--- config.mk ---
export PLATFORM = sky130hd
export DESIGN_NAME = jld_decoder
export DESIGN_NICKNAME = d
export VERILOG_FILES = /design/src/logic/jld_pkg.sv /design/src/logic/jld_decoder.sv
export VERILOG_INCLUDE_DIRS = /design/src /design/src/logic
export SDC_FILE = /design/constraint.sdc
export NUM_CORES = 1
export LEC_CHECK = 0
export BUFFER_PORTS_ARGS = -buffer_cell sky130_fd_sc_hd__buf_2
export CORE_MARGIN = 3
export CORE_UTILIZATION = 30
export CTS_BUF_LIST = sky130_fd_sc_hd__clkbuf_4
export DETAILED_ROUTE_END_ITERATION = 8
export SYNTH_ARGS = -nofsm -noshare
export SYNTH_HDL_FRONTEND = slang
export SYNTH_SLANG_ARGS = --single-unit
--- constraint.sdc ---
create_clock -name core_clk -period 15.9 [get_ports core_clk]
set_clock_uncertainty 0.05 [all_clocks]
set_input_delay 2.385 -clock core_clk [delete_from_list [all_inputs] [get_ports core_clk]]
set_output_delay 2.385 -clock core_clk [all_outputs]
set_load 0.005 [all_outputs]
--- src/logic/jld_params.svh ---
/*
  Constants of the jump and load decoder: opcodes, lengths, cycle budgets
  and reset values.
  Assumes it is included by bare name from the package and the decoder.
*/
`ifndef JLD_PARAMS_SVH
`define JLD_PARAMS_SVH

// opcode low nibbles that carry a field in the high nibble
`define JLD_NIB_JPCC   4'hd
`define JLD_NIB_JR     4'hb
`define JLD_NIB_LDIM   4'hc
`define JLD_NIB_LDRR   4'h8
`define JLD_NIB_LDRW   4'h9

// whole-byte opcodes
`define JLD_OP_JPIND   8'h30
`define JLD_OP_LDIRS   8'hc7
`define JLD_OP_LDIRD   8'hd7
`define JLD_OP_LDRR3   8'he4
`define JLD_OP_LDIR3   8'he5
`define JLD_OP_LDIM3   8'he6
`define JLD_OP_LDIMI   8'hd6
`define JLD_OP_LDRIR   8'hf5
`define JLD_OP_LDXS    8'h87
`define JLD_OP_LDXD    8'h97
`define JLD_OP_BIT     8'h47
`define JLD_OP_MIRL    8'hc3
`define JLD_OP_MIRS    8'hd3
`define JLD_OP_MXSL    8'he7
`define JLD_OP_MXSS    8'hf7
`define JLD_OP_MXLL    8'ha7
`define JLD_OP_MXLS    8'hb7

// instruction lengths in bytes
`define JLD_LEN_1      3'd1
`define JLD_LEN_2      3'd2
`define JLD_LEN_3      3'd3
`define JLD_LEN_4      3'd4

// cycle budgets
`define JLD_CYC_4      4'd4
`define JLD_CYC_6      4'd6
`define JLD_CYC_8      4'd8
`define JLD_CYC_10     4'd10
`define JLD_CYC_12     4'd12
`define JLD_CYC_14     4'd14
`define JLD_CYC_UNSUP  4'd4

// working register n sits at register address {prefix, n}
`define JLD_WREG_PFX   4'hc
// program counter after reset
`define JLD_PC_RESET   16'h0000

`endif

--- src/logic/jld_pkg.sv ---
/*
  Types of the jump and load decoder: states, instruction classes,
  operand kinds, decoded fields and the request bundles of its ports.
  Assumes jld_params.svh is on the include path.
*/
`include "jld_params.svh"

package jld_pkg;

  typedef enum logic [3:0] {
    JLD_FETCH, JLD_SPTR, JLD_SVAL, JLD_DPTR, JLD_JHI, JLD_JLO,
    JLD_BIT1, JLD_BIT2, JLD_MHI, JLD_MLO, JLD_MEM, JLD_PAD
  } jld_state_e_t;

  typedef enum logic [2:0] {
    JLD_C_JPCC, JLD_C_JPIND, JLD_C_JR, JLD_C_MOVE, JLD_C_BIT,
    JLD_C_MEM, JLD_C_BAD
  } jld_class_t;

  // immediate, register, register indirect, indexed
  typedef enum logic [1:0] {
    JLD_K_IMM, JLD_K_REG, JLD_K_IND, JLD_K_IDX
  } jld_kind_t;

  typedef struct packed {
    jld_class_t  cls;
    logic [2:0]  len;
    logic [3:0]  cyc;
    jld_kind_t   skind;
    jld_kind_t   dkind;
    logic [7:0]  saddr;
    logic [7:0]  daddr;
    logic [7:0]  imm;
    logic [7:0]  x;
    logic [15:0] xoff;
  } jld_dec_t;

  typedef struct packed {
    logic [7:0] raddr;
    logic       we;
    logic [7:0] waddr;
    logic [7:0] wdata;
  } jld_reg_req_t;

  typedef struct packed {
    logic        rd;
    logic        wr;
    logic        prog;
    logic [15:0] addr;
    logic [7:0]  wdata;
  } jld_mem_req_t;

  typedef struct packed {
    jld_state_e_t    st;
    logic [15:0]     pc;
    logic [3:0]      cnt;
    logic [1:0]      idx;
    logic [3:0][7:0] ib;
    logic [7:0]      val;
    logic [7:0]      hi;
    logic            fetch_req;
    logic [3:0]      cond_code;
    jld_reg_req_t    reg_req;
    jld_mem_req_t    mem_req;
    logic            flags_we;
    logic            done;
    logic            unsup;
  } jld_state_t;

endpackage

--- src/logic/jld_decoder.sv ---
/*
  Decoder and sequencer for control transfer and data move instructions
  of an 8-bit core: jumps, relative jumps, register moves, bit loads and
  program or data memory moves.
  Assumes fetch, register file and memory all answer in the same cycle as
  the request flop is high (combinational read), writes land at the edge
  that ends the cycle in which the write strobe is high, and an outside
  evaluator turns cond_code into cond_ok in the same cycle as it changes.
*/
`timescale 1ns/10ps
`include "jld_params.svh"

module jld_decoder
  import jld_pkg::*;
(
  input  wire logic         core_clk,
  input  wire logic         rst,
  output logic              fetch_req,
  output logic [15:0]       fetch_addr,
  input  wire logic [7:0]   fetch_data,
  output logic [3:0]        cond_code,
  input  wire logic         cond_ok,
  output jld_reg_req_t      reg_req,
  input  wire logic [7:0]   reg_rdata,
  output jld_mem_req_t      mem_req,
  input  wire logic [7:0]   mem_rdata,
  output logic              flags_we,
  output logic              instr_done,
  output logic              unsup_op
);

  // working register number to register file address
  function automatic logic [7:0] wreg(input logic [3:0] n);
    return {`JLD_WREG_PFX, n};
  endfunction

  // sign extension of a byte to an address offset
  function automatic logic [15:0] sext(input logic [7:0] b);
    return {{8{b[7]}}, b};
  endfunction

  // length, cycle budget and operand fields from the instruction bytes
  function automatic jld_dec_t decode(input logic [3:0][7:0] by);
    jld_dec_t d;
    d       = '0;
    d.cls   = JLD_C_MOVE;
    d.len   = `JLD_LEN_3;
    d.cyc   = `JLD_CYC_6;
    d.skind = JLD_K_REG;
    d.dkind = JLD_K_REG;
    d.x     = by[2];
    d.xoff  = 16'h0000;
    unique case (by[0])
      `JLD_OP_JPIND: begin
        d.cls = JLD_C_JPIND;
        d.len = `JLD_LEN_2;
        d.cyc = `JLD_CYC_8;
      end
      `JLD_OP_LDIRS: begin
        d.len   = `JLD_LEN_2;
        d.cyc   = `JLD_CYC_4;
        d.skind = JLD_K_IND;
        d.saddr = wreg(by[1][3:0]);
        d.daddr = wreg(by[1][7:4]);
      end
      `JLD_OP_LDIRD: begin
        d.len   = `JLD_LEN_2;
        d.cyc   = `JLD_CYC_4;
        d.dkind = JLD_K_IND;
        d.saddr = wreg(by[1][3:0]);
        d.daddr = wreg(by[1][7:4]);
      end
      `JLD_OP_LDRR3: begin
        d.saddr = by[1];
        d.daddr = by[2];
      end
      `JLD_OP_LDIR3: begin
        d.skind = JLD_K_IND;
        d.saddr = by[1];
        d.daddr = by[2];
      end
      `JLD_OP_LDIM3: begin
        d.skind = JLD_K_IMM;
        d.daddr = by[1];
        d.imm   = by[2];
      end
      `JLD_OP_LDIMI: begin
        d.skind = JLD_K_IMM;
        d.dkind = JLD_K_IND;
        d.daddr = by[1];
        d.imm   = by[2];
      end
      `JLD_OP_LDRIR: begin
        d.dkind = JLD_K_IND;
        d.saddr = by[1];
        d.daddr = by[2];
      end
      `JLD_OP_LDXS: begin
        d.skind = JLD_K_IDX;
        d.saddr = wreg(by[1][3:0]);
        d.daddr = wreg(by[1][7:4]);
      end
      `JLD_OP_LDXD: begin
        d.dkind = JLD_K_IDX;
        d.saddr = wreg(by[1][7:4]);
        d.daddr = wreg(by[1][3:0]);
      end
      `JLD_OP_BIT: d.cls = JLD_C_BIT;
      `JLD_OP_MIRL, `JLD_OP_MIRS: begin
        d.cls = JLD_C_MEM;
        d.len = `JLD_LEN_2;
        d.cyc = `JLD_CYC_10;
      end
      `JLD_OP_MXSL, `JLD_OP_MXSS: begin
        d.cls  = JLD_C_MEM;
        d.cyc  = `JLD_CYC_12;
        d.xoff = sext(by[2]);
      end
      `JLD_OP_MXLL, `JLD_OP_MXLS: begin
        d.cls  = JLD_C_MEM;
        d.len  = `JLD_LEN_4;
        d.cyc  = `JLD_CYC_14;
        d.xoff = {by[3], by[2]}; // low byte first
      end
      default: begin
        // nibble-coded forms: high nibble is condition or register
        unique case (by[0][3:0])
          `JLD_NIB_JPCC: d.cls = JLD_C_JPCC;
          `JLD_NIB_JR: begin
            d.cls = JLD_C_JR;
            d.len = `JLD_LEN_2;
          end
          `JLD_NIB_LDIM, `JLD_NIB_LDRR, `JLD_NIB_LDRW: begin
            d.len   = `JLD_LEN_2;
            d.cyc   = `JLD_CYC_4;
            d.skind = (by[0][3:0] == `JLD_NIB_LDIM) ? JLD_K_IMM : JLD_K_REG;
            d.imm   = by[1];
            d.saddr = (by[0][3:0] == `JLD_NIB_LDRW) ? wreg(by[0][7:4])
                                                     : by[1];
            d.daddr = (by[0][3:0] == `JLD_NIB_LDRW) ? by[1]
                                                     : wreg(by[0][7:4]);
          end
          default: begin
            // other instructions are not ours: skip one byte
            d.cls = JLD_C_BAD;
            d.len = `JLD_LEN_1;
            d.cyc = `JLD_CYC_UNSUP;
          end
        endcase
        if (by[0][3:0] == `JLD_NIB_JPCC) begin
          d.cyc = `JLD_CYC_8;
        end
      end
    endcase
    return d;
  endfunction

  // source value known: write a plain register or go fetch the pointer
  function automatic jld_state_t put_val(input jld_state_t s,
                                         input jld_dec_t   d,
                                         input logic [7:0] v);
    jld_state_t r;
    r     = s;
    r.val = v;
    if (d.dkind == JLD_K_REG) begin
      r.reg_req.we    = 1'b1;
      r.reg_req.waddr = d.daddr;
      r.reg_req.wdata = v;
      r.st            = JLD_PAD;
    end else begin
      r.reg_req.raddr = d.daddr;
      r.st            = JLD_DPTR;
    end
    return r;
  endfunction

  jld_state_t      c_r;
  jld_state_t      c_nxt;
  logic [3:0][7:0] by;
  jld_dec_t        d;
  logic            cap;
  logic            last;
  logic [3:0]      pair;
  logic            direct;

  // one cycle of the sequencer
  always_comb begin
    c_nxt = c_r;
    by    = c_r.ib;
    cap   = (c_r.st == JLD_FETCH) && c_r.fetch_req;
    if (cap) begin
      by[c_r.idx] = fetch_data;
    end
    d      = decode(by);
    last   = cap && (({1'b0, c_r.idx} + 3'd1) == d.len);
    pair   = by[1][3:0];
    direct = (pair[3:1] == 3'b000) && (d.len == `JLD_LEN_4);
    c_nxt.cnt          = c_r.cnt + 4'd1;
    c_nxt.reg_req.we   = 1'b0;
    c_nxt.mem_req.rd   = 1'b0;
    c_nxt.mem_req.wr   = 1'b0;
    c_nxt.flags_we     = 1'b0;
    c_nxt.done         = 1'b0;
    c_nxt.unsup        = 1'b0;
    unique case (c_r.st)
      JLD_FETCH: begin
        if (!c_r.fetch_req) begin
          c_nxt.fetch_req = 1'b1;
          c_nxt.cnt       = 4'd0;
        end else begin
          c_nxt.ib[c_r.idx] = fetch_data;
          c_nxt.pc          = c_r.pc + 16'h0001;
          c_nxt.idx         = c_r.idx + 2'd1;
          if (c_r.idx == 2'd0) begin
            c_nxt.cond_code = fetch_data[7:4];
          end
        end
        // last byte in hand: first step of execution in the same cycle
        if (last) begin
          c_nxt.fetch_req = 1'b0;
          c_nxt.idx       = 2'd0;
          unique case (d.cls)
            JLD_C_JPCC: begin
              if (cond_ok) begin
                c_nxt.pc = {by[1], by[2]};
              end
              c_nxt.st = JLD_PAD;
            end
            JLD_C_JR: begin
              // pc here addresses the offset byte, one more is the base
              if (cond_ok) begin
                c_nxt.pc = c_r.pc + 16'h0001 + sext(by[1]);
              end
              c_nxt.st = JLD_PAD;
            end
            JLD_C_JPIND: begin
              c_nxt.reg_req.raddr = {by[1][7:1], 1'b0};
              c_nxt.st            = JLD_JHI;
            end
            JLD_C_MOVE: begin
              if (d.skind == JLD_K_IMM) begin
                c_nxt = put_val(c_nxt, d, d.imm);
              end else begin
                c_nxt.reg_req.raddr = d.saddr;
                c_nxt.st = (d.skind == JLD_K_REG) ? JLD_SVAL : JLD_SPTR;
              end
            end
            JLD_C_BIT: begin
              c_nxt.reg_req.raddr = by[1][0] ? wreg(by[1][7:4]) : by[2];
              c_nxt.st            = JLD_BIT1;
            end
            JLD_C_MEM: begin
              c_nxt.reg_req.raddr = wreg({pair[3:1], 1'b0});
              c_nxt.st            = JLD_MHI;
            end
            default: begin
              c_nxt.unsup = 1'b1;
              c_nxt.st    = JLD_PAD;
            end
          endcase
        end
      end
      JLD_SPTR: begin
        // indirect or indexed source: follow the pointer
        c_nxt.reg_req.raddr = (d.skind == JLD_K_IDX) ? reg_rdata + d.x
                                                     : reg_rdata;
        c_nxt.st = JLD_SVAL;
      end
      JLD_SVAL: c_nxt = put_val(c_nxt, d, reg_rdata);
      JLD_DPTR: begin
        c_nxt.reg_req.we    = 1'b1;
        c_nxt.reg_req.waddr = (d.dkind == JLD_K_IDX) ? reg_rdata + d.x
                                                     : reg_rdata;
        c_nxt.reg_req.wdata = c_r.val;
        c_nxt.st            = JLD_PAD;
      end
      JLD_JHI: begin
        c_nxt.hi            = reg_rdata;
        c_nxt.reg_req.raddr = {by[1][7:1], 1'b1};
        c_nxt.st            = JLD_JLO;
      end
      JLD_JLO: begin
        c_nxt.pc = {c_r.hi, reg_rdata};
        c_nxt.st = JLD_PAD;
      end
      JLD_BIT1: begin
        c_nxt.val           = reg_rdata;
        c_nxt.reg_req.raddr = by[1][0] ? by[2] : wreg(by[1][7:4]);
        c_nxt.st            = JLD_BIT2;
      end
      JLD_BIT2: begin
        // merge one bit, the rest of the destination as read
        c_nxt.reg_req.we    = 1'b1;
        c_nxt.reg_req.wdata = reg_rdata;
        if (by[1][0]) begin
          c_nxt.reg_req.waddr              = by[2];
          c_nxt.reg_req.wdata[by[1][3:1]]  = c_r.val[0];
        end else begin
          c_nxt.reg_req.waddr    = wreg(by[1][7:4]);
          c_nxt.reg_req.wdata[0] = c_r.val[by[1][3:1]];
        end
        c_nxt.st = JLD_PAD;
      end
      JLD_MHI: begin
        c_nxt.hi            = reg_rdata;
        c_nxt.reg_req.raddr = wreg({pair[3:1], 1'b1});
        c_nxt.st            = JLD_MLO;
      end
      JLD_MLO: begin
        c_nxt.mem_req.prog = ~pair[0];
        c_nxt.mem_req.addr = direct ? {by[3], by[2]}
                                    : {c_r.hi, reg_rdata} + d.xoff;
        if (by[0][4]) begin
          c_nxt.reg_req.raddr = wreg(by[1][7:4]);
        end else begin
          c_nxt.mem_req.rd = 1'b1;
        end
        c_nxt.st = JLD_MEM;
      end
      JLD_MEM: begin
        if (by[0][4]) begin
          c_nxt.mem_req.wr    = 1'b1;
          c_nxt.mem_req.wdata = reg_rdata;
        end else begin
          c_nxt.reg_req.we    = 1'b1;
          c_nxt.reg_req.waddr = wreg(by[1][7:4]);
          c_nxt.reg_req.wdata = mem_rdata;
        end
        c_nxt.st = JLD_PAD;
      end
      JLD_PAD: c_nxt.st = JLD_PAD;
    endcase
    // hold each instruction to its cycle budget, then fetch the next
    if ((c_nxt.st == JLD_PAD) && (c_r.cnt >= d.cyc - 4'd1)) begin
      c_nxt.st        = JLD_FETCH;
      c_nxt.fetch_req = 1'b1;
      c_nxt.cnt       = 4'd0;
      c_nxt.done      = 1'b1;
    end
  end

  // all state in one register
  always_ff @(posedge core_clk) begin
    if (rst) begin
      c_r    <= '0;
      c_r.pc <= `JLD_PC_RESET;
    end else begin
      c_r <= c_nxt;
    end
  end

  assign fetch_req  = c_r.fetch_req;
  assign fetch_addr = c_r.pc;
  assign cond_code  = c_r.cond_code;
  assign reg_req    = c_r.reg_req;
  assign mem_req    = c_r.mem_req;
  assign flags_we   = c_r.flags_we;
  assign instr_done = c_r.done;
  assign unsup_op   = c_r.unsup;

endmodule

==> results of run 1 <==
-- report_power, final --
part	leakage [nW]	internal [mW]	switching [mW]
Combinational	3.54	0.232	0.489
Clock	0.165	0.112	0.154
Sequential	1.08	0.380	0.0647
Total	4.78	0.725	0.707
-- cell usage in the layout, fill, tap and decap left out, types with 22 or more instances in the layout --
cell / count
sky130_fd_sc_hd__a21oi_1: 103
sky130_fd_sc_hd__a22oi_1: 23
sky130_fd_sc_hd__and3_1: 23
sky130_fd_sc_hd__buf_2: 100
sky130_fd_sc_hd__buf_4: 33
sky130_fd_sc_hd__dfxtp_1: 133
sky130_fd_sc_hd__ha_1: 47
sky130_fd_sc_hd__inv_1: 34
sky130_fd_sc_hd__mux2i_1: 58
sky130_fd_sc_hd__nand2_1: 131
sky130_fd_sc_hd__nand3_1: 42
sky130_fd_sc_hd__nor2_1: 171
sky130_fd_sc_hd__nor3_1: 40
sky130_fd_sc_hd__o211ai_1: 22
sky130_fd_sc_hd__o21ai_0: 63
sky130_fd_sc_hd__o22ai_1: 46
sky130_fd_sc_hd__xnor2_1: 37
sky130_fd_sc_hd__xor2_1: 25
-- per-stage QoR --
stage | total power [mW] | hold slack (ns) | util
2_1_floorplan | 0.959 | 0.382 | -
3_3_place_gp | 1.16 | 0.391 | 0.316
3_5_place_dp | 1.16 | 0.394 | 0.316
4_1_cts | 1.43 | 0.412 | 0.325
5_1_grt | 1.51 | 0.443 | 0.325
6_report | 1.43 | 0.409 | 0.325
-- logic make-up (layout without fill, tap and decap cells) --
| group | after synthesis | count (layout) | share of synthesized area |
|---|---|---|---|
| adder cells (fa/ha/maj) | 50 | 50 | 0.0575 |
| buffers and inverters | 212 | 205 | 0.0991 |
| multiplexers | 68 | 68 | 0.0618 |
| AO/OA/AOI/OAI | 437 | 437 | 0.266 |
| other | 1 | 2 | 0.000333 |
| XOR/XNOR | 62 | 62 | 0.0482 |
| flip-flops | 133 | 133 | 0.236 |
| AND/OR/NAND/NOR | 530 | 530 | 0.230 |
-- area by class of cell --
cell class / count / share of cell area
well taps: 468 / 0.0490
diodes: 1 / 0.000209
repair buffers: 133 / 0.0626
multi-input cells: 1148 / 0.627
clock buffers: 18 / 0.0113
clock inverters: 14 / 0.0144
flip-flops and latches: 133 / 0.223
inverters: 40 / 0.0126
-- cell usage after synthesis, types with 15 or more instances --
cell type | count | share of area
sky130_fd_sc_hd__inv_1 | 34 | 0.011
sky130_fd_sc_hd__xnor2_1 | 37 | 0.029
sky130_fd_sc_hd__nor2b_1 | 17 | 0.0094
sky130_fd_sc_hd__buf_4 | 75 | 0.050
sky130_fd_sc_hd__o22ai_1 | 46 | 0.026
sky130_fd_sc_hd__nand2_1 | 131 | 0.044
sky130_fd_sc_hd__nor2_1 | 171 | 0.057
sky130_fd_sc_hd__a221oi_1 | 17 | 0.013
sky130_fd_sc_hd__xor2_1 | 25 | 0.019
sky130_fd_sc_hd__a22oi_1 | 23 | 0.015
sky130_fd_sc_hd__a31oi_1 | 17 | 0.0094
sky130_fd_sc_hd__dfxtp_1 | 133 | 0.24
sky130_fd_sc_hd__a21o_1 | 15 | 0.010
sky130_fd_sc_hd__mux2i_1 | 58 | 0.052
sky130_fd_sc_hd__nor3_1 | 40 | 0.018
sky130_fd_sc_hd__o211ai_1 | 22 | 0.015
sky130_fd_sc_hd__a211oi_1 | 18 | 0.012
sky130_fd_sc_hd__ha_1 | 47 | 0.052
sky130_fd_sc_hd__clkbuf_1 | 78 | 0.026
sky130_fd_sc_hd__and3_1 | 23 | 0.013
sky130_fd_sc_hd__nand3_1 | 42 | 0.019
sky130_fd_sc_hd__o21ai_0 | 63 | 0.028
sky130_fd_sc_hd__a21oi_1 | 103 | 0.046
-- routing by layer --
metal,vias to the layer above,GRT usage,routed length (µm)
met5,-,0,0
met4,0,0.0902,1780
met2,558,0.360,20700
met1,5597,0.316,20300
met3,99,0.0319,3530
li1,5385,-,-
-- worst max path at each step --
stage                                end  slack [ns]  cells after the start          start
final                     fetch_addr[12]        9.88                     16  fetch_data[0]
after global placement    fetch_addr[12]        9.37                     16  fetch_data[0]
after detailed placement  fetch_addr[12]        9.31                     16  fetch_data[0]
after global routing      fetch_addr[12]        9.67                     16  fetch_data[0]
after CTS                 fetch_addr[12]        10.0                     16  fetch_data[0]
after floorplan           fetch_addr[12]        9.75                     16  fetch_data[0]
-- worst register-to-register path: cells and delay by family, from the launching register on --
| family | cells | cell delay [ns] |
|---|---|---|
| compound gates | 7 | 1.59 |
| xor+xnor | 1 | 0.10 |
| fa+ha+maj | 2 | 0.86 |
| mux | 1 | 0.26 |
| buf+inv | 2 | 0.78 |
| flops | 1 | 0.58 |
| simple gates | 4 | 1.37 |
==> metrics.log, run 1 <==
INFO  metric ys_seq_elements = 133
INFO  metric final_cycle_utilization_of_the_critical_path = 0.378
INFO  metric antenna_found_initial = 1
INFO  metric top_level_ports = 103
INFO  metric worst_hold_path.endpoint = mem_req[9]
INFO  metric fp-row-count = 70
INFO  metric cts_hold_buf = 0
INFO  metric layout.nets = 1550
INFO  metric cts_tree = done
INFO  metric number_of_buffers_added_for_setup_after_cts = 0
INFO  metric antenna_violating_nets_post_route = 0
INFO  metric post_synth_inst_count = 1493
INFO  metric global_route.usage.total = 0.228
INFO  metric die_height = 200 µm
INFO  metric initial_core_utilization = 0.306
INFO  metric cts.clk_slew.worst_paths = 0.16 ns
INFO  metric post_drt_via_cell_ratio = 5.95
INFO  metric clock_sinks = 133
INFO  metric worst_endpoint_data_arrival_time = 6.47 ns
INFO  metric total_leakage_power = 4.78 nW
INFO  metric gp_routability_congestion = 0.984
INFO  metric critical_path.most_common_cell = sky130_fd_sc_hd__a211oi_1
INFO  metric synth_top_flop_cell = sky130_fd_sc_hd__dfxtp_1
INFO  metric timing.final.crit_period = 6.02 ns
INFO  metric cts_made_buffers = 17
INFO  metric postSynth.asyncResetShare = 0
INFO  metric slew_headroom = 0.256
INFO  metric number_of_standard_cells_in_the_layout_taps_in_and_fillers_out = 1955
INFO  metric detailedRoute.firstIterationViolations = 1267
INFO  metric placedCellCount = 1922
INFO  metric die_x = 200 µm
INFO  metric worstPathCellList = buf_2 > mux2i_1 > buf_4 > clkinv_1 > ha_1 > fa_1 > a211oi_1 > nor2_1 > o41a_1 > o211a_1 > or2_2 > a21o_1 > a21oi_1 > xnor2_1 > a211oi_1 > o22ai_1
INFO  metric multi_input_area = 0.00750 mm²
INFO  metric worstSetupStartpointType = input port
INFO  metric grt_pass1_vias = 10.8k
INFO  metric clock_latency = 0.63 ns
INFO  metric drive_above_1_share = 0.147
INFO  metric worst-path-buf-inv = 3
INFO  metric drc_errors = 0
INFO  metric layout.area.seq = 0.00266 mm²
INFO  metric maxCapViolations = 0
INFO  metric setup_slack = 9.88 ns
INFO  metric post_synthesis_instance_area = 0.0113 mm²
INFO  metric synth.lib_cells_used.distinct = 92
INFO  metric yosys_warnings = 0
INFO  metric startpoint_of_the_worst_register_to_register_path = c_r[130]
INFO  metric coreArea = 0.0368 mm²
INFO  metric placement.io_buffers = 101
INFO  metric cp-end-kind = flop
INFO  metric largest_stage_delay_on_the_critical_path = 0.50 ns
INFO  metric post-dp-hpwl = 34.7 mm
INFO  metric hold_depth = 2
INFO  metric seq_area_frac_synth = 0.236
INFO  metric hold_path_startpoint = mem_req[9]
INFO  metric grt_pass1_wl = 68.9 mm
INFO  metric place_worst_setup_slack = 9.31 ns
INFO  metric finalHoldViolations = 0
INFO  metric post_cts.resized_instances = 0
INFO  metric route.vias.total = 11.6k
INFO  metric power_per_cell_area = 120 mW/mm²
INFO  metric setup_tns = 0 ns
INFO  metric synth.avg_cell_area = 7.54 µm²
INFO  metric hold_class = reg -> reg
INFO  metric tightestPinTransition = 1.11 ns
INFO  metric critPathKind = in -> reg
INFO  metric regToRegEndpoint = fetch_addr[12]
INFO  metric fin_area = 0.0120 mm²
INFO  metric p_r_area_growth_vs_syn = 6.13%
INFO  metric drt_pre_antenna_iters = 6
INFO  metric cts-root-to-sink-buffers = 2
INFO  metric timing_max_transition_violations_final = 0
INFO  metric drt_wl_total = 46.3 mm
INFO  metric crit_path_max_fanout = 17
INFO  metric fill_cells = 4024
INFO  metric die-area = 0.0399 mm²
INFO  metric post_dp_cell_area = 0.0116 mm²
INFO  metric worst_r2r_path_depth = 17
INFO  metric run_status = finished, final reports clean
INFO  metric grt_start_max_net_pins = 65
INFO  metric clock.fmax = 166 MHz
INFO  metric average_detailed_routed_wire_length_per_instance = 23.7 µm
INFO  metric setup_repair_after_global_routing_missed_its_margin = false
INFO  metric crit_family = compound AO/OA/AOI/OAI gates
INFO  metric synth_edf_count = 0
INFO  metric cp_data_required_time = 16.35 ns
INFO  metric cpMaxStageDelayCell = sky130_fd_sc_hd__clkinv_1
INFO  metric syn-num-nets = 1570
INFO  metric clock-root-buffer = sky130_fd_sc_hd__clkbuf_4
INFO  metric grt_overflow = 0
INFO  metric cts_htree_levels = 4
INFO  metric reg2reg_setup_slack = 10.23 ns
INFO  metric setup_violations = 0
INFO  metric vdd_ir_max = 47.9 µV
Power figures use the tool's default switching activity.
==> run 2, diff against run 1 <==
==> constraint.sdc (replaced) <==
create_clock -name core_clk -period 5.5 [get_ports core_clk]
set_clock_uncertainty 0.05 [all_clocks]
set_input_delay 0.825 -clock core_clk [delete_from_list [all_inputs] [get_ports core_clk]]
set_output_delay 0.825 -clock core_clk [all_outputs]
set_load 0.005 [all_outputs]
==> run 2 against run 1 <==
  * Final area is 0.65% higher
  * Non-clock buffer count up 18
  * Hold slack improved by 0.0051 ns
  * Combinational power grew to 3.0 times the previous value
  * Via count is 2.2% higher
  * Largest power group unchanged
  * Utilization increased by 0.21 points
==> metrics.log, run 2 (synthesis results as in run 1) <==
INFO  metric largest_stage_delay_on_the_critical_path = 0.61 ns (+0.11 ns)
INFO  metric die_x = 200 µm (unchanged)
INFO  metric mostFrequentLayoutCells = sky130_fd_sc_hd__nor2_1, sky130_fd_sc_hd__dfxtp_1, sky130_fd_sc_hd__nand2_1, sky130_fd_sc_hd__a21oi_1, sky130_fd_sc_hd__buf_2
INFO  metric cp_data_required_time = 5.94 ns (-10.41 ns)
INFO  metric worstSetupStartpointType = flop
INFO  metric grt_overflow = 0 (unchanged)
INFO  metric drc_errors = 0 (unchanged)
INFO  metric grt_pass1_vias = 11.2k (+2.9%)
INFO  metric worst-path-buf-inv = 1 (-2)
INFO  metric layout_commonest_cell = sky130_fd_sc_hd__nor2_1
INFO  metric placement.io_buffers = 101 (unchanged)
INFO  metric grt_pass1_wl = 70.8 mm (+2.7%)
INFO  metric number_of_standard_cells_in_the_layout_taps_in_and_fillers_out = 1973 (+0.92%)
INFO  metric clock_sinks = 133 (unchanged)
INFO  metric cp-end-kind = flop
INFO  metric power_per_cell_area = 341 mW/mm² (+180%)
INFO  metric clock.fmax = 207 MHz
INFO  metric grt_start_max_net_pins = 55 (-15%)
INFO  metric critical_path.most_common_cell = sky130_fd_sc_hd__a211oi_1
INFO  metric drt_wl_total = 47.6 mm (+2.9%)
INFO  metric post_drt_via_cell_ratio = 6.03 (+1.2%)
INFO  metric drive_above_1_share = 0.157 (+0.0102)
INFO  metric global_route.usage.total = 0.235 (+0.00626)
INFO  metric regToRegEndpoint = fetch_addr[12]
INFO  metric hold_depth = 2 (unchanged)
INFO  metric placedCellCount = 1940 (+0.94%)
INFO  metric setup_tns = 0 ns (unchanged)
INFO  metric crit_family = compound AO/OA/AOI/OAI gates
INFO  metric cts_htree_levels = 4 (unchanged)
INFO  metric cts_tree = done
INFO  metric die_height = 200 µm (unchanged)
INFO  metric timing.hold.ws = 0.414 ns (+0.00505 ns)
INFO  metric tightestPinTransition = 1.17 ns (+0.0598 ns)
INFO  metric coreArea = 0.0368 mm² (unchanged)
INFO  metric cts.clk_slew.worst_paths = 0.14 ns (-0.02 ns)
INFO  metric hold_class = reg -> reg
INFO  metric critPathKind = reg -> reg
INFO  metric top_level_ports = 103 (unchanged)
INFO  metric number_of_buffers_added_for_setup_after_cts = 0 (unchanged)
INFO  metric fp-row-count = 70 (unchanged)
INFO  metric reg2reg_setup_slack = 0.67 ns (-9.56 ns)
INFO  metric post-dp-hpwl = 35.9 mm (+3.5%)
INFO  metric drt_pre_antenna_iters = 7 (+1)
INFO  metric antenna_found_initial = 2 (+1)
INFO  metric cts_made_buffers = 17 (unchanged)
INFO  metric clock_latency = 0.62 ns (about the same)
INFO  metric clock-root-buffer = sky130_fd_sc_hd__clkbuf_4
INFO  metric detailedRoute.firstIterationViolations = 1486 (+17%)
INFO  metric startpoint_of_the_worst_register_to_register_path = c_r[130]
INFO  metric vdd_ir_max = 138 µV (+190%)
INFO  metric die-area = 0.0399 mm² (unchanged)
INFO  metric post_cts.resized_instances = 0 (unchanged)
INFO  metric worstPathCellList = nor4_4 > and3_1 > mux2i_1 > clkinv_1 > fa_1 > a211oi_1 > nor2_1 > o41a_1 > o211a_1 > or2_2 > a21o_1 > a21oi_1 > xnor2_1 > a211oi_1 > o22ai_1
INFO  metric setup_repair_after_global_routing_missed_its_margin = false
INFO  metric average_detailed_routed_wire_length_per_instance = 24.1 µm (+2.0%)
INFO  metric worst_r2r_path_depth = 15 (-2)
INFO  metric setup_violations = 0 (unchanged)
INFO  metric finalHoldViolations = 0 (unchanged)
INFO  metric cpMaxStageDelayCell = sky130_fd_sc_hd__and3_1
INFO  metric maxCapViolations = 0 (unchanged)
INFO  metric critPathLaunch = c_r[130]
INFO  metric run_status = finished, final reports clean
INFO  metric timing_max_transition_violations_final = 0 (unchanged)
INFO  metric gp_routability_congestion = 1.03 (+4.8%)
INFO  metric initial_core_utilization = 0.306 (unchanged)
INFO  metric slew_headroom = 0.216 (-0.0401)
INFO  metric layout.nets = 1568 (+1.2%)
INFO  metric route.vias.total = 11.9k (+2.2%)
INFO  metric p_r_area_growth_vs_syn = 6.82%
INFO  metric timing.final.crit_period = 4.83 ns
INFO  metric cts-root-to-sink-buffers = 2 (unchanged)
INFO  metric cts_hold_buf = 0 (unchanged)
INFO  metric crit_path_max_fanout = 9 (-8)
INFO  metric final_cycle_utilization_of_the_critical_path = 0.879
INFO  metric antenna_violating_nets_post_route = 0 (unchanged)
INFO  metric worst_endpoint_data_arrival_time = 5.27 ns (-1.20 ns)
INFO  metric total_leakage_power = 4.83 nW (+1.0%)
-- run 2: cell types whose count changed in the layout (fill, tap and decap cells not counted), sizes merged --
cell      previous run  this run
buf                133       151
bufinv               3         0
clkinvlp             1         4
inv                 38        40
clkbuf              18        17
clkinv              12        11
-- run 2: routing by layer --
metal,share of wire,global-route usage,up-vias
li1,-,-,5423
met1,0.42,0.314,5715
met2,0.45,0.371,643
met3,0.085,0.0420,111
met4,0.042,0.102,0
met5,0,0,-
-- run 2: report_power, final --
part,total [mW],internal (mW),leakage (nW),switching (mW)
combinational,2.19,0.709,3.62,1.48
sequential,1.27,1.10,1.08,0.169
clock,0.642,0.188,0.127,0.454
total,4.10,2.00,4.83,2.11
-- run 2: worst reg2reg max path, cell delays in order, from the launching register on --
cell and delay (ns):
sky130_fd_sc_hd__dfxtp_1 0.35, sky130_fd_sc_hd__nor4_4 0.31, sky130_fd_sc_hd__and3_1 0.61, sky130_fd_sc_hd__mux2i_1 0.35
sky130_fd_sc_hd__clkinv_1 0.36, sky130_fd_sc_hd__fa_1 0.61, sky130_fd_sc_hd__a211oi_1 0.26, sky130_fd_sc_hd__nor2_1 0.12
sky130_fd_sc_hd__o41a_1 0.34, sky130_fd_sc_hd__o211a_1 0.24, sky130_fd_sc_hd__or2_2 0.30, sky130_fd_sc_hd__a21o_1 0.18
sky130_fd_sc_hd__a21oi_1 0.16, sky130_fd_sc_hd__xnor2_1 0.10, sky130_fd_sc_hd__a211oi_1 0.26, sky130_fd_sc_hd__o22ai_1 0.12
-- run 2: cell type report --
cell class / count / area [µm²]
clock inverter: 15 / 123
fill: 4032 / 24800
clock buffer: 17 / 128
inverter: 40 / 150
sequential: 133 / 2660
multi-input combinational: 1148 / 7500
antenna: 1 / 2.50
tap: 468 / 586
timing repair buffer: 151 / 883
-- run 2: through the flow --
step           utilization  area [µm²]  power [mW]  setup slack, ns
2_1_floorplan            -       11300        2.77            0.515
3_3_place_gp         0.320       11800        3.41            0.869
3_5_place_dp         0.320       11800        3.43            0.705
4_1_cts              0.327       12000        4.08            0.702
5_1_grt              0.327       12000        4.34            0.430
6_report             0.327       12000        4.10            0.668
-- run 2: worst max path at each step --
stage,end,slack (ns),cells after the start
after floorplan,fetch_addr[12],0.52,19
after global placement,mem_req[22],0.87,18
after detailed placement,fetch_addr[12],0.71,15
after CTS,fetch_addr[12],0.70,15
after global routing,fetch_addr[12],0.43,15
final,fetch_addr[12],0.67,15
==> run 3, diff against run 2 <==
--- a/config.mk
+++ b/config.mk
@@ -7,10 +7,14 @@
 export NUM_CORES = 1
 export LEC_CHECK = 0
 export BUFFER_PORTS_ARGS = -buffer_cell sky130_fd_sc_hd__buf_2
+export CELL_PAD_IN_SITES_DETAIL_PLACEMENT = 2
+export CELL_PAD_IN_SITES_GLOBAL_PLACEMENT = 2
 export CORE_MARGIN = 3
 export CORE_UTILIZATION = 30
 export CTS_BUF_LIST = sky130_fd_sc_hd__clkbuf_4
+export CTS_CLUSTER_DIAMETER = 200
 export DETAILED_ROUTE_END_ITERATION = 8
+export PLACE_DENSITY_LB_ADDON = 0.1
 export SYNTH_ARGS = -nofsm -noshare
 export SYNTH_HDL_FRONTEND = slang
 export SYNTH_SLANG_ARGS = --single-unit
==> run 3 against run 2 <==
  * Power is 5.9% higher
  * Flip-flop and latch count stayed put
  * Die area stayed put
  * Sequential share of layout area is 0.12 points lower
  * Clock-buffer cell count is 1 higher
  * Clock power is 19% higher
  * Cell count is 0.10% higher
  * Via count is 0.53% lower
  * Largest cell class unchanged
  * Critical endpoint is now reg_req[15]
  * Hold slack better by 0.0035 ns
==> metrics.log, run 3 (synthesis results as in run 1) <==
INFO  metric cp-end-kind = flop
INFO  metric vdd_ir_max = 173 µV (+26%)
INFO  metric total_power = 4.35 mW (+5.9%)
INFO  metric die-area = 0.0399 mm² (unchanged)
INFO  metric cts_hold_buf = 0 (unchanged)
INFO  metric worstSetupStartpointType = flop
INFO  metric clockPowerShare = 0.176 (+0.019)
INFO  metric global_route.usage.total = 0.275 (+0.0408)
INFO  metric top_level_ports = 103 (unchanged)
INFO  metric grt_start_max_net_pins = 80 (+45%)
INFO  metric grt_pass1_vias = 12.4k (+11%)
INFO  metric timing.final.crit_period = 4.96 ns (+0.129 ns)
INFO  metric setup_violations = 0 (unchanged)
INFO  metric combinationalPowerShare = 0.528 (-0.006)
INFO  metric grt_overflow = 0 (unchanged)
INFO  metric drc_errors = 0 (unchanged)
INFO  metric route.vias.total = 11.8k (-0.53%)
INFO  metric worst_endpoint_data_arrival_time = 5.40 ns (+0.13 ns)
INFO  metric critical_path.most_common_cell = sky130_fd_sc_hd__buf_4
INFO  metric place_worst_setup_slack = 0.578 ns (-0.127 ns)
INFO  metric fp-row-count = 70 (unchanged)
INFO  metric timing.hold.ws = 0.417 ns (+0.00349 ns)
INFO  metric power_per_cell_area = 359 mW/mm² (+5.3%)
INFO  metric regToRegEndpoint = reg_req[15]
INFO  metric setup_repair_after_global_routing_missed_its_margin = false
INFO  metric largest_stage_delay_on_the_critical_path = 0.73 ns (+0.12 ns)
INFO  metric hold_class = reg -> reg
INFO  metric cts_made_buffers = 17 (unchanged)
INFO  metric mostFrequentLayoutCells = sky130_fd_sc_hd__nor2_1, sky130_fd_sc_hd__dfxtp_1, sky130_fd_sc_hd__nand2_1, sky130_fd_sc_hd__a21oi_1, sky130_fd_sc_hd__buf_2
INFO  metric die_height = 200 µm (unchanged)
INFO  metric setup_slack = 0.539 ns (-0.129 ns)
INFO  metric cts_tree = done
INFO  metric layout_commonest_cell = sky130_fd_sc_hd__nor2_1
INFO  metric maxCapViolations = 0 (unchanged)
INFO  metric cts_htree_levels = 4 (unchanged)
INFO  metric post-dp-hpwl = 41.2 mm (+15%)
INFO  metric critPathKind = reg -> reg
INFO  metric cp_data_required_time = 5.94 ns (about the same)
INFO  metric cpMaxStageDelayCell = sky130_fd_sc_hd__mux2i_1
INFO  metric die_x = 200 µm (unchanged)
INFO  metric antenna_violating_nets_post_route = 0 (unchanged)
INFO  metric critical_path.endpoint = reg_req[15]
INFO  metric worst_r2r_path_depth = 12 (-3)
INFO  metric slew_headroom = 0.232 (+0.0164)
INFO  metric cts-root-to-sink-buffers = 2 (unchanged)
INFO  metric post_cts.resized_instances = 0 (unchanged)
INFO  metric finalHoldViolations = 0 (unchanged)
INFO  metric layout.nets = 1568 (unchanged)
INFO  metric post_drt_via_cell_ratio = 5.99 (-0.63%)
INFO  metric average_detailed_routed_wire_length_per_instance = 27.8 µm (+15%)
INFO  metric startpoint_of_the_worst_register_to_register_path = c_r[130]
INFO  metric coreArea = 0.0368 mm² (unchanged)
INFO  metric timing_max_transition_violations_final = 0 (unchanged)
INFO  metric drt_wl_total = 54.8 mm (+15%)
INFO  metric power_frac_seq = 0.295 (-0.014)
INFO  metric critPathLaunch = c_r[130]
INFO  metric clock.fmax = 202 MHz (-2.6%)
INFO  metric grt_pass1_wl = 81.7 mm (+15%)
INFO  metric number_of_buffers_added_for_setup_after_cts = 0 (unchanged)
INFO  metric clock_sinks = 133 (unchanged)
INFO  metric cts.clk_slew.worst_paths = 0.13 ns (about the same)
INFO  metric initial_core_utilization = 0.306 (unchanged)
INFO  metric p_r_area_growth_vs_syn = 7.41%
INFO  metric detailedRoute.firstIterationViolations = 863 (-42%)
INFO  metric total_leakage_power = 4.86 nW (+0.63%)
INFO  metric drt_pre_antenna_iters = 5 (-2)
INFO  metric clock_latency = 0.66 ns (+0.04 ns)
INFO  metric crit_path_max_fanout = 23 (+14)
INFO  metric gp_routability_congestion = 0.875 (-15%)
INFO  metric reg2reg_setup_slack = 0.54 ns (-0.13 ns)
INFO  metric total_switching_power = 2.21 mW (+4.8%)
INFO  metric setup_tns = 0 ns (unchanged)
INFO  metric drive_above_1_share = 0.160 (+0.00277)
INFO  metric netSwitchingFraction = 0.508 (-0.00531)
INFO  metric antenna_found_initial = 2 (unchanged)
INFO  metric run_status = finished, final reports clean
INFO  metric worstPathCellList = nor4_4 > buf_4 > and3_1 > mux2i_1 > nand4_4 > nor4_2 > o221a_4 > nand2_1 > buf_4 > o2bb2ai_2 > a2111oi_0 > o22ai_1
INFO  metric clock-root-buffer = sky130_fd_sc_hd__clkbuf_4
INFO  metric final_cycle_utilization_of_the_critical_path = 0.902 (+0.0234)
INFO  metric tightestPinTransition = 1.15 ns (-0.0234 ns)
INFO  metric p_int = 2.14 mW (+7.1%)
INFO  metric placement.io_buffers = 101 (unchanged)
[run 3: changes by cell type in the layout (fill, tap and decap cells not counted), sizes merged]
cell and change:
diode +3, inv -5, clkbuf +1, clkinvlp -1
bufinv +3, clkinv +1
[run 3: final cells by class]
type | count | area, µm²
Tap cell | 468 | 586
Clock inverter | 13 | 159
Antenna cell | 4 | 10.0
Sequential cell | 133 | 2660
Clock buffer | 18 | 135
Fill cell | 4374 | 24700
Inverter | 40 | 150
Multi-Input combinational cell | 1148 | 7510
Timing Repair Buffer | 151 | 883
[run 3: critical path: cells and delay by family (launching register included)]
family,cells,cell delay (ns)
AND/OR/NAND/NOR,5,1.57
flip-flops,1,0.36
multiplexers,1,0.73
buffers and inverters,2,0.66
AO/OA/AOI/OAI,4,1.41
[run 3: power by group through the flow]
stage / Clock [mW] / Sequential (mW) / Combinational, mW
global placement: 0 / 1.30 / 2.24
floorplan: 0 / 1.19 / 1.58
finish: 0.767 / 1.28 / 2.30
detailed placement: 0 / 1.30 / 2.28
global route: 0.831 / 1.30 / 2.49
CTS: 0.792 / 1.28 / 2.29
[run 3: per-layer routing]
layer  track usage  part of all wire  vias to the layer above
li1              -                 -                     5402
met3        0.0416             0.050                       95
met2         0.458              0.46                      320
met1         0.364              0.45                     6012
met4         0.102             0.037                        0
met5             0                 0                        -
[run 3: metrics by stage]
| stage | std cells | instance area, µm² | util |
|---|---|---|---|
| floorplan | 1493 | 11300 | - |
| detailed placement | 1940 | 11800 | 0.321 |
| finish | 1975 | 12100 | 0.329 |
| global route | 1974 | 12100 | 0.329 |
| global placement | 1940 | 11800 | 0.321 |
| CTS | 1971 | 12100 | 0.329 |
[run 3: worst min-delay path by stage]
stage	from	endpoint	slack, ns	cells past startpoint
after floorplan	mem_req[8]	mem_req[8]	0.38	2
after global placement	mem_req[8]	mem_req[8]	0.39	2
after detailed placement	flop	flop	0.40	2
after CTS	flop	flop	0.42	2
after global routing	flop	flop	0.44	2
final	flop	flop	0.42	2
